## config.mk

```make
export PLATFORM = sky130hd
export DESIGN_NAME = chac_ctrl
export DESIGN_NICKNAME = d
export VERILOG_FILES = /design/src/logic/chac_pkg.sv /design/src/logic/chac_ctrl.sv
export VERILOG_INCLUDE_DIRS = /design/src /design/src/logic
export SDC_FILE = /design/constraint.sdc
export NUM_CORES = 1
export LEC_CHECK = 0
export BUFFER_PORTS_ARGS = -buffer_cell sky130_fd_sc_hd__buf_2
export CAP_MARGIN = 20
export CORE_ASPECT_RATIO = 0.7
export CORE_MARGIN = 10
export CORE_UTILIZATION = 40
export DETAILED_ROUTE_END_ITERATION = 10
export GPL_TIMING_DRIVEN = 0
export PLACE_DENSITY = 0.66
export SETUP_SLACK_MARGIN = 0.02
export SYNTH_ARGS = -nofsm -noshare
export SYNTH_HDL_FRONTEND = slang
export SYNTH_SLANG_ARGS = --single-unit
```

## constraint.sdc

```tcl
create_clock -name i_clk -period 1.84 [get_ports i_clk]
set_clock_uncertainty 0.1 [all_clocks]
set_input_delay 0.092 -clock i_clk [delete_from_list [all_inputs] [get_ports i_clk]]
set_output_delay 0.092 -clock i_clk [all_outputs]
set_load 0.03 [all_outputs]
```

## src/logic/chac_defines.svh

```systemverilog
// Constants for the command and host access control register pair.
// Assumes an 8-bit register port with 7-bit byte addresses.
`ifndef CHAC_DEFINES_SVH
`define CHAC_DEFINES_SVH

`define CHAC_ADDR_CMD         7'h00
`define CHAC_ADDR_HOST        7'h01
`define CHAC_CMD_STANDBY_BIT  7
`define CHAC_CMD_RADIO_BIT    6
`define CHAC_CMD_CODE_MSB     4
`define CHAC_HC_UNLOCK_BIT    7
`define CHAC_HC_OWN_CTRL_BIT  6
`define CHAC_HC_OWN_SAM_BIT   5
`define CHAC_HC_LINK_MSB      3
`define CHAC_HC_LINK_LSB      2
`define CHAC_CMD_RESET        8'h00
`define CHAC_CODE_IDLE        5'h00
`define CHAC_HC_RESET         8'h00
`define CHAC_CMD_CODE_LSB     0
`define CHAC_BIT_CLEAR        1'h0
`define CHAC_LINK_RESET       2'h0
`define CHAC_RSV_BIT          1'h0
`define CHAC_RSV_PAIR         2'h0
`define CHAC_RDATA_IDLE       8'h00

`endif

```

## src/logic/chac_pkg.sv

```systemverilog
// Types shared by the command and host access control block.
// Assumes nothing of its surroundings.
package chac_pkg;
    typedef enum logic [3:0] {
        CHAC_LINK_OFF   = 4'b0001,
        CHAC_LINK_SPI   = 4'b0010,
        CHAC_LINK_LIGHT = 4'b0100,
        CHAC_LINK_2WIRE = 4'b1000
    } chac_link_e;
endpackage

```

## src/logic/chac_ctrl.sv

```systemverilog
// Command and host access control registers with their side effects.
// Assumes a synchronous register port on i_clk and a command sequencer
// that pulses i_cmd_done when the running command finishes.
`timescale 1ns/10ps
`include "chac_defines.svh"

// Operation
// - Writing one to command bit 7 puts the device into power-down.
// - Command bit 6 set powers down receiver and transmitter.
// - Command bits 4 to 0 are the code given to the sequencer.
// - With the unlock bit set the next write may change host control.
// - The first write after the unlock bit is set clears it.
// - Host-ownership bit set grants the bus to the host controller.
// - Secure-module-ownership bit set grants the bus to the module.
// - Both ownership bits are never one at the same time.
// - Ownership bits are only set after an earlier unlock.
// - Link field 0 off, 1 SPI, 2 light two-wire, 3 two-wire bus.
// - The command register updates itself when the command finishes.
module chac_ctrl
    import chac_pkg::*;
(
    input  wire logic       i_clk,
    input  wire logic       i_sys_rst,
    input  wire logic       i_reg_wr,
    input  wire logic       i_reg_rd,
    input  wire logic [6:0] i_reg_addr,
    input  wire logic [7:0] i_reg_wdata,
    input  wire logic       i_cmd_done,
    input  wire logic       i_cmd_standby,
    output logic      [7:0] o_reg_rdata,
    output logic            o_power_down,
    output logic            o_radio_power_down,
    output logic      [4:0] o_cmd_code,
    output logic            o_cmd_start,
    output logic            o_bus_owner_controller,
    output logic            o_bus_owner_secure_module,
    output logic      [3:0] o_secure_module_link_select
);

    logic       standby_q;
    logic       radio_q;
    logic [4:0] code_q;
    logic       unlock_q;
    logic       own_ctrl_q;
    logic       own_sam_q;
    logic [1:0] link_q;
    logic       wr_cmd;
    logic       wr_host;
    logic       rd_cmd;
    logic       rd_host;
    // Write to the command register, delayed to meet the code at the pins
    logic       cmd_wr_q;
    logic [7:0] cmd_image;
    logic [7:0] host_image;

    function automatic chac_link_e chac_link_decode(input logic [1:0] f);
        case (f)
            2'h0:    chac_link_decode = CHAC_LINK_OFF;
            2'h1:    chac_link_decode = CHAC_LINK_SPI;
            2'h2:    chac_link_decode = CHAC_LINK_LIGHT;
            2'h3:    chac_link_decode = CHAC_LINK_2WIRE;
            default: chac_link_decode = CHAC_LINK_OFF;
        endcase
    endfunction

    // One address compare shared by the write and read decodes
    function automatic logic chac_addr_hit(input logic [6:0] addr,
                                           input logic [6:0] target);
        chac_addr_hit = (addr == target);
    endfunction

    assign wr_cmd  = i_reg_wr && chac_addr_hit(i_reg_addr, `CHAC_ADDR_CMD);
    assign wr_host = i_reg_wr && chac_addr_hit(i_reg_addr, `CHAC_ADDR_HOST);
    assign rd_cmd  = i_reg_rd && chac_addr_hit(i_reg_addr, `CHAC_ADDR_CMD);
    assign rd_host = i_reg_rd && chac_addr_hit(i_reg_addr, `CHAC_ADDR_HOST);

    // Read images: reserved bits are not stored and always read zero
    assign cmd_image  = {standby_q, radio_q, `CHAC_RSV_BIT, code_q};
    assign host_image = {unlock_q, own_ctrl_q, own_sam_q, `CHAC_RSV_BIT,
                         link_q, `CHAC_RSV_PAIR};

    // Command register: software writes, sequencer returns it to idle
    always_ff @(posedge i_clk or posedge i_sys_rst)
    begin
        if (i_sys_rst)
        begin
            standby_q <= `CHAC_BIT_CLEAR;
            radio_q   <= `CHAC_BIT_CLEAR;
            code_q    <= `CHAC_CODE_IDLE;
        end
        else if (wr_cmd)
        begin
            // Reserved bit 5 is not stored and reads zero
            standby_q <= i_reg_wdata[`CHAC_CMD_STANDBY_BIT];
            radio_q   <= i_reg_wdata[`CHAC_CMD_RADIO_BIT];
            code_q    <= i_reg_wdata[`CHAC_CMD_CODE_MSB:
                                     `CHAC_CMD_CODE_LSB];
        end
        else
        begin
            // Software write wins over a finish in the same cycle
            if (i_cmd_done)
                code_q <= `CHAC_CODE_IDLE;
            if (!i_cmd_standby && standby_q)
                // Power logic lowering i_cmd_standby means a wake-up
                standby_q <= `CHAC_BIT_CLEAR;
        end
    end

    // Unlock is one-shot: any write to this register consumes it
    always_ff @(posedge i_clk or posedge i_sys_rst)
    begin
        if (i_sys_rst)
            unlock_q <= `CHAC_BIT_CLEAR;
        // Reads leave a pending unlock untouched
        else if (wr_host)
            unlock_q <= unlock_q ? `CHAC_BIT_CLEAR
                                 : i_reg_wdata[`CHAC_HC_UNLOCK_BIT];
    end

    always_ff @(posedge i_clk or posedge i_sys_rst)
    begin
        if (i_sys_rst)
        begin
            own_ctrl_q <= `CHAC_BIT_CLEAR;
            own_sam_q  <= `CHAC_BIT_CLEAR;
            link_q     <= `CHAC_LINK_RESET;
        end
        else if (wr_host)
        begin
            // Link type follows every write; only the owners need unlock
            link_q <= i_reg_wdata[`CHAC_HC_LINK_MSB:`CHAC_HC_LINK_LSB];
            // Owners change only when unlocked and not both requested
            if (unlock_q &&
                !(i_reg_wdata[`CHAC_HC_OWN_CTRL_BIT] &&
                  i_reg_wdata[`CHAC_HC_OWN_SAM_BIT]))
            begin
                own_ctrl_q <= i_reg_wdata[`CHAC_HC_OWN_CTRL_BIT];
                own_sam_q  <= i_reg_wdata[`CHAC_HC_OWN_SAM_BIT];
            end
        end
    end

    // Start is held back one edge so the sequencer never sees a stale code
    always_ff @(posedge i_clk or posedge i_sys_rst)
    begin
        if (i_sys_rst)
            cmd_wr_q <= `CHAC_BIT_CLEAR;
        else
            cmd_wr_q <= wr_cmd;
    end

    // Power controls
    always_ff @(posedge i_clk or posedge i_sys_rst)
    begin
        if (i_sys_rst)
        begin
            o_power_down       <= `CHAC_BIT_CLEAR;
            o_radio_power_down <= `CHAC_BIT_CLEAR;
        end
        else
        begin
            o_power_down       <= standby_q;
            o_radio_power_down <= radio_q;
        end
    end

    // Sequencer interface: the code stands, the start pulses once per write
    always_ff @(posedge i_clk or posedge i_sys_rst)
    begin
        if (i_sys_rst)
        begin
            o_cmd_code  <= `CHAC_CODE_IDLE;
            o_cmd_start <= `CHAC_BIT_CLEAR;
        end
        else
        begin
            o_cmd_code  <= code_q;
            o_cmd_start <= cmd_wr_q;
        end
    end

    // Bus ownership grants
    always_ff @(posedge i_clk or posedge i_sys_rst)
    begin
        if (i_sys_rst)
        begin
            o_bus_owner_controller    <= `CHAC_BIT_CLEAR;
            o_bus_owner_secure_module <= `CHAC_BIT_CLEAR;
        end
        else
        begin
            o_bus_owner_controller    <= own_ctrl_q;
            o_bus_owner_secure_module <= own_sam_q;
        end
    end

    // Link type towards the secure module, one-hot
    always_ff @(posedge i_clk or posedge i_sys_rst)
    begin
        if (i_sys_rst)
            o_secure_module_link_select <= CHAC_LINK_OFF;
        else
            o_secure_module_link_select <=
                chac_link_decode(link_q);
    end

    // Read data is registered; valid the cycle after i_reg_rd
    always_ff @(posedge i_clk or posedge i_sys_rst)
    begin
        if (i_sys_rst)
            o_reg_rdata <= `CHAC_RDATA_IDLE;
        else if (rd_cmd)
            o_reg_rdata <= cmd_image;
        else if (rd_host)
            o_reg_rdata <= host_image;
        // Unmapped addresses and idle cycles read as zero
        else
            o_reg_rdata <= `CHAC_RDATA_IDLE;
    end

endmodule // chac_ctrl

```

==> flow_results.org, run 1 <==
** Setup path
- Buffers and inverters on the worst path :: 3
- Max stage delay on crit path :: 550 ps
- Setup crit start kind :: primary input
- Crit path DAT :: 1610 ps
- STA classifies the critical path endpoint as a register.
- The critical path is of the in2reg type.
- STA puts the critical path data required time at 1900 ps.
- In this run the worst path has a maximum fanout of 8.
- Among all stages on the critical path, the largest delay is contributed by sky130_fd_sc_hd__dlygate4sd3_1.
- Crit path cell chain :: buf_2 -> nor4_4 -> and3_1 -> buf_6 -> o21ai_0 -> dlygate4sd3_1
- Family with the most delay on the worst path :: buffers and inverters

** Clock network
- TritonCTS Sinks :: 35
- Post-CTS timing repair inserted 0 buffers for setup.
- Clock tree from TritonCTS :: built
- After clock tree synthesis, the clock-pin slew on the worst setup and hold paths is 70 ps.
- Largest buffer count on any clock path :: 2
- Clock network latency to the later pin of the worst-skew pair :: 280 ps
- TritonCTS created 5 clock buffers.
- Cts-stage hold buffer count :: 10
- CTS resizes :: 0
- Clock root buffer :: sky130_fd_sc_hd__clkbuf_8
- The H-tree was split into 2 levels.

** Place
- The HPWL after detailed placement is 1.97 mm.
- Worst slack after detailed placement :: 342 ps
- Port buffering added 41 buffers.
- At the end of routability-driven placement, the weighted congestion stood at 0.748.
- Placed Cells :: 165

** Job
- The tool flagged a number of max-cap violations equal to 0.

** Logic synthesis
- Most area-consuming cells after synthesis :: sky130_fd_sc_hd__dfrtp_1 (67%), sky130_fd_sc_hd__mux2_4 (7.1%), sky130_fd_sc_hd__mux2_2 (4.4%)
- Yosys top cell area share :: 66.9%
- For this run, the register share of the synthesized area comes to 68.9%.
- In the synthesized netlist the dominant register cell turns out to be sky130_fd_sc_hd__dfrtp_1.
- Synth top cells by count :: sky130_fd_sc_hd__dfrtp_1 (34), sky130_fd_sc_hd__nor2b_1 (8), sky130_fd_sc_hd__nor2_1 (7)
- Cells after synthesis :: 85
- Synthesized area :: 0.00127 sq mm
- Counting flops and latches in the post-synthesis netlist gives 35.
- Cell type contributing the most total cell area after synthesis :: sky130_fd_sc_hd__dfrtp_1
- Mean Syn Cell Area :: 15.0 sq um
- Syn nets :: 106
- For this run, asynchronously set or reset flops after synthesis account for 100%.
- Cell variety after synth :: 20
- Number of flops mapped to enable cells by yosys :: 0
- Among all cell types in the netlist, the one instantiated most often is sky130_fd_sc_hd__dfrtp_1.
- Synth warn :: 0

** Global route
- The number of global-route vias before repair is 934.
- Final global-route overflow total :: 0
- Global routing consumed, over all layers together, 9.50% of the routing resources.
- Entering global routing, the biggest net connects 21 pins.
- The number of antenna violations at the first check in global routing was 0.
- The first global-routing pass estimated 4.33 mm of wire.

** Floorplan
- I/O pin count :: 43
- Measured along the x axis, the die boundary spans 87.4 um.
- Starting density of the core :: 41.0%
- Core area :: 0.00311 sq mm
- Standard-cell rows :: 17
- In this run the vertical extent of the chip is 67.2 um.
- The die covers 0.00587 sq mm.

** Route
- Dividing the detail-routed via count by the number of cells gives 4.63.
- Via count :: 848
- Before antenna repair, the detailed router went through 4 iterations.
- In this run the remaining antenna-violating nets after routing total 0.
- After the first detailed-routing iteration, the DRC count stood at 29.
- Post-route DRC violation count :: 0
- The final layout contains routed wiring with a total length of 2.61 mm.
- In the final routed layout, each cell accounts on average for 14.3 um.

** Finish
- 0 antenna diodes ended up in the layout.
- Of the cells placed in the final design, the portion with a size suffix greater than 1 is 45.5%.
- Fill cell total of the finished layout :: 258
- Net count of the finished layout :: 165
- Cell Count, Final, Fillers Out :: 183
- Core Util, Final :: 57.0%
- Area overhead of the layout relative to synthesis :: 39.1%

** Timing
- Setup repair after global routing left no endpoint under its margin.
- Worst-margin pin slew :: 809 ps
- Setup slack on the critical path of the routed design comes to 290 ps.
- Minimum clock period after layout :: 1550 ps
- After routing, the total negative slack on setup checks comes to 0 ps.
- Finish-stage setup viols :: 0
- Derived from the worst setup path, the maximum achievable clock frequency is 0.645 GHz.
- The final hold violation count is 0.
- The worst path uses 84.2% of the clock period.
- Final-report max-slew violation count :: 0
- In this run the tightest slew margin relative to its limit is 46.0%.

** Min path
- The path class of the tightest hold or removal check is in2reg.

** Status
- Run status :: completed

** Power and ir drop
- Overall Power :: 1.62 mW
- IR analysis of the VDD net gives a maximum drop of 0.000480 V.
- Comb pwr share :: 7.7%
- In this run, the clock network consumes 43.0% of the power.
- Portion of total power attributed to sequential cells :: 49.3%
- Net switching is 20.7% of the power.
- The analysis attributes to net switching a power of 336 uW.
- For this design the static power due to leakage is 0.950 nW.
- Internal Power :: 1.28 mW
- Power Dens Cells :: 915 mW/mm^2
==> placed cells by master, fill, tap and decap left out, drive strengths merged, types with 3 or more instances in the layout <==
cell          n
nor3b         4
mux2i         3
mux2         11
nand2         3
nor2b         8
dfrtp        34
dlygate4sd3  10
nor2          7
clkbuf        6
buf          44
==> flip-flops by register name, summed over array words and instances, names as in the netlist, 2 cells and up <==
| register | count |
|---|---|
| o_cmd_code | 5 |
| o_secure_module_link_select | 4 |
| link_q | 2 |
| o_reg_rdata | 8 |
| code_q | 5 |
==> final cells by class <==
type / instances / area [sq um] / share of cell area [%]
flip-flops and latches: 35 / 877 / 49.5
multi-input cells: 46 / 372 / 21.0
repair buffers: 52 / 333 / 18.8
clock buffers: 6 / 82.6 / 4.66
well taps: 38 / 47.5 / 2.69
clock inverters: 2 / 35.0 / 1.98
plain buffers: 2 / 16.3 / 0.919
inverters: 2 / 7.51 / 0.424
==> power groups by stage <==
| stage | Combinational [mW] | Sequential (mW) | Clock [mW] |
|---|---|---|---|
| after floorplan | 0.0386 | 0.833 | 0 |
| after global placement | 0.102 | 0.813 | 0 |
| after CTS | 0.127 | 0.799 | 0.715 |
| after global routing | 0.137 | 0.802 | 0.740 |
| after detailed placement | 0.111 | 0.814 | 0 |
| final | 0.124 | 0.799 | 0.697 |
==> metrics by stage <==
stage / hold slack, ps / area (sq um)
after CTS: 23.9 / 1770
final: 35.1 / 1770
after detailed placement: 185 / 1550
after floorplan: 136 / 1270
after global routing: 48.6 / 1770
after global placement: 223 / 1530
==> final timing paths <==
kind	startpoint	end	slack, ps	cells past startpoint
min in group asynchronous	i_sys_rst	code_q[1]	400	3
max in group asynchronous	i_sys_rst	code_q[2]	680	4
worst max register to register	standby_q	standby_q	560	3
worst max-delay path	i_reg_addr[3]	standby_q	290	6
worst min-delay path	i_reg_addr[0]	o_reg_rdata[5]	40	3
worst min register to register	cmd_wr_q	o_cmd_start	260	0
==> logic make-up after synthesis <==
group / share of synthesized area [%]
DFF: 68.9
and+or+nand+nor: 14.6
muxes: 13.9
buffers and inverters: 1.87
AOI/OAI and AO/OA: 0.786
==> metal layers <==
| metal | vias up | track usage (%) | part of all wire, % |
|---|---|---|---|
| met5 | - | 0 | 0 |
| met1 | 410 | 11.6 | 45 |
| met4 | 0 | 2.98 | 0.77 |
| li1 | 402 | - | - |
| met2 | 33 | 14.4 | 44 |
| met3 | 3 | 4.93 | 10 |
==> worst reg2reg max path: cells and delay by family, from the launching register on <==
kind | cells | cell delay [ps]
AOI/OAI and AO/OA | 1 | 60
DFF | 1 | 400
buffers and inverters | 1 | 550
and+or+nand+nor | 1 | 60
(Power assumes the default switching activity.)
==> run 2, diff against run 1 <==
--- a/config.mk
+++ b/config.mk
@@ -13,7 +13,7 @@
 export CORE_UTILIZATION = 40
 export DETAILED_ROUTE_END_ITERATION = 10
 export GPL_TIMING_DRIVEN = 0
-export PLACE_DENSITY = 0.66
+export PLACE_DENSITY = 0.68
 export SETUP_SLACK_MARGIN = 0.02
 export SYNTH_ARGS = -nofsm -noshare
 export SYNTH_HDL_FRONTEND = slang
==> constraint.sdc (replaced) <==
create_clock -name i_clk -period 1.4 [get_ports i_clk]
set_clock_uncertainty 0.1 [all_clocks]
set_input_delay 0.07 -clock i_clk [delete_from_list [all_inputs] [get_ports i_clk]]
set_output_delay 0.07 -clock i_clk [all_outputs]
set_load 0.03 [all_outputs]
==> run 2 against run 1 <==
  * Clock power fell by 2.9%
  * Routed wire length rose by 1.9%
  * Setup slack got worse by 120 ps
  * Core utilization fell by 1.2 points
  * Global-route usage rose by 0.53 points
  * Critical path depth fell by 3
  * Clock-buffer cell count rose by 1
  * First-iteration DRC count fell by 3.4%
  * Sequential power rose by 31%
  * Worst hold slack got worse by 26 ps
  * Critical path type is now reg2reg
  * Largest cell class unchanged
  * Largest power group unchanged
  * Highest routed layer unchanged
==> flow_results.org, run 2 (synthesis gave the netlist of run 1 again) <==
** Finish
- Multi-input gate area :: 372 sq um
- Number of flip-flops under the largest register name :: 8
- Number of diodes added for antenna fixing :: 0
- Leaving out fill and tap cells, the most frequent cell in the layout is sky130_fd_sc_hd__buf_2.
- Once layout is complete, the cells apart from fillers number 183.
- After the last flow step, the layout net total stands at 165.
- Most frequent cells in the layout :: sky130_fd_sc_hd__buf_2 (42), sky130_fd_sc_hd__dfrtp_1 (34), sky130_fd_sc_hd__dlygate4sd3_1 (10)
- The area growth from synthesis to layout is 36.3%.
- Register ranked first by flip-flop count :: o_reg_rdata
- Across the whole layout, storage elements account for 877 sq um.
- The filler cells instantiated in the layout total 283.
- Final std cell area, no fill :: 0.00173 sq mm
- Fraction of layout instances using a drive strength above 1 :: 44.1%
- The largest registers in the layout are o_reg_rdata x8, code_q x5, o_cmd_code x5.

** Floorplan
- Chip height :: 67.2 um
- The total area inside the core boundary comes to 0.00311 sq mm.
- Starting density of the core :: 41.0%
- I/O pin count :: 43
- The die is 87.4 um wide.
- The floorplan has 17 rows.
- Die Footprint :: 0.00587 sq mm

** Route
- Detailed Route WL :: 2.66 mm
- After detailed routing, the average wire length per cell comes to 14.5 um.
- The count of nets left with antenna violations once routing finished came out at 0.
- In this run, the number of DRC markers left after iteration 0 of detailed routing was 28.
- Before antenna repair, the detailed router went through 3 iterations.
- Across all layers, the routed design uses 840 vias.
- In the routed layout, each cell is associated on average with a via count of 4.59.
- For this run, design rule violations remaining after detail routing come to 0.

** Setup path
- On the critical path, the stage with the largest delay is an instance of sky130_fd_sc_hd__dfrtp_1.
- Worst Setup Path Type :: reg2reg
- The worst register-to-register path begins at unlock_q.
- Buffers and inverters on the worst path :: 0
- Number of cells on the worst reg-to-reg path :: 3
- In this design, the stage delay of the slowest critical-path cell is 390 ps.
- Setup crit start kind :: register
- Walking the worst path, the cells encountered are and2_1 -> nand4_1 -> mux2_2.
- In this run the critical register-to-register path is captured at own_ctrl_q.
- In this run the register-to-register setup slack is 170 ps.
- Data on the critical path arrives at its endpoint at 1300 ps.
- Maximum net fanout on the critical path :: 3
- The worst setup path is captured at a register.
- WP data required :: 1470 ps
- In this design, the largest share of critical-path delay is due to flip-flops.

** Timing
- Measured against its own limit, the worst slew margin works out to 69.2%.
- The worst path in the final design needs a cycle of 1230 ps, including I/O delays and setup.
- Setup repair after global routing left no endpoint under its margin.
- Based on the critical path, the design can be clocked at up to 0.811 GHz.
- Setup violations remaining at the end of the flow were counted as 0.
- Worst-margin pin slew :: 461 ps
- Dividing the final minimum period by the clock period gives 88.1%.
- Final number of hold-violating endpoints :: 0
- In the post-route analysis, the smallest setup slack over all paths is 166 ps.
- Final-report max-slew violation count :: 0

** Min path
- For hold timing, the worst endpoint is o_reg_rdata[5].
- Number of cells traversed by the worst hold path :: 3
- The path class of the tightest hold or removal check is in2reg.
- The worst hold path begins at i_reg_addr[0].

** Status
- The run finished with clean final reports.

** Global route
- Global router's overall resource usage :: 10.0%
- Final global-route overflow total :: 0
- The number of antenna violations at the first check in global routing came to 0.
- Global-route wire length before repair :: 4.38 mm
- Entering global routing, the biggest net connects 27 pins.
- The number of global-route vias before repair was 919.

** Clock network
- Clock slew at reported path FFs :: 60 ps
- TritonCTS built the clock tree.
- CTS placed an instance of sky130_fd_sc_hd__clkbuf_8 at the clock tree root.
- Largest buffer count on any clock path :: 2
- The clock net in this run drives a total of 35 sinks.
- Buffers inserted by post-CTS timing repair :: 0
- Clock network latency to the later pin of the worst-skew pair :: 280 ps
- The H-tree generated during clock tree synthesis spans 2 levels.
- CTS Buf Count :: 5
- CTS resizes :: 0
- Hold repair after CTS inserted 10 buffers.

** Power and ir drop
- IR analysis of the VDD net gives a maximum drop of 0.000709 V.
- The design draws 1.89 mW.
- For this design the static power due to leakage is 0.928 nW.
- Power spread over the standard cell area amounts to 1090 mW/mm^2.

** Place
- The placed instances occupy a cell area of 0.00155 sq mm.
- Worst slack after detailed placement :: -79.2 ps
- Once detailed placement completed, the half-perimeter wirelength came to 2.02 mm.
- Buffers placed on the I/O ports in this run total 41.
- The number of placed instances, taps included, is 165.
- Gp weighted congestion :: 0.755

** Job
- Total of max-cap violations :: 0
run 2: layer usage:
metal | global-route usage [%] | vias to the layer above | wire length, um
met4 | 2.98 | 0 | 35
li1 | - | 399 | -
met2 | 15.6 | 33 | 1220
met3 | 7.21 | 5 | 285
met1 | 10.7 | 403 | 1120
met5 | 0 | - | 0
run 2: through the flow:
| step | hold WS [ps] | utilization [%] | TNS (ps) |
|---|---|---|---|
| floorplan | 114 | - | 0 |
| global placement | 201 | 49.1 | -259 |
| detailed placement | -3.57 | 50.0 | -430 |
| CTS | 6.43 | 55.8 | 0 |
| global route | 19.7 | 55.8 | 0 |
| finish | 8.91 | 55.8 | 0 |
run 2: worst max path at each step:
stage / from / end / slack [ps] / cells after the start
CTS: unlock_q / own_ctrl_q / 160 / 3
floorplan: i_reg_addr[3] / code_q[0] / 150 / 4
global placement: i_reg_addr[3] / radio_q / -50 / 5
global route: unlock_q / own_ctrl_q / 120 / 3
detailed placement: i_reg_addr[3] / code_q[1] / -80 / 5
finish: unlock_q / own_ctrl_q / 170 / 3
run 2: worst reg2reg max path: stages, from the launching register on:
cell                      delay (ps)
sky130_fd_sc_hd__dfrtp_1         390
sky130_fd_sc_hd__and2_1          160
sky130_fd_sc_hd__nand4_1         130
sky130_fd_sc_hd__mux2_2          350
run 2: layout make-up:
type | instances | area share, %
inverter | 2 | 0.433
clock inverter | 1 | 0.289
buffer | 2 | 0.938
timing repair buffer | 52 | 19.2
sequential | 35 | 50.6
tap | 38 | 2.74
clock buffer | 7 | 4.40
multi-input combinational | 46 | 21.4
run 2: report_power, final:
part / switching, mW / internal [mW] / leakage (nW)
registers: 0.0138 / 1.04 / 0.483
clock network: 0.329 / 0.348 / 0.0422
logic: 0.0880 / 0.0769 / 0.403
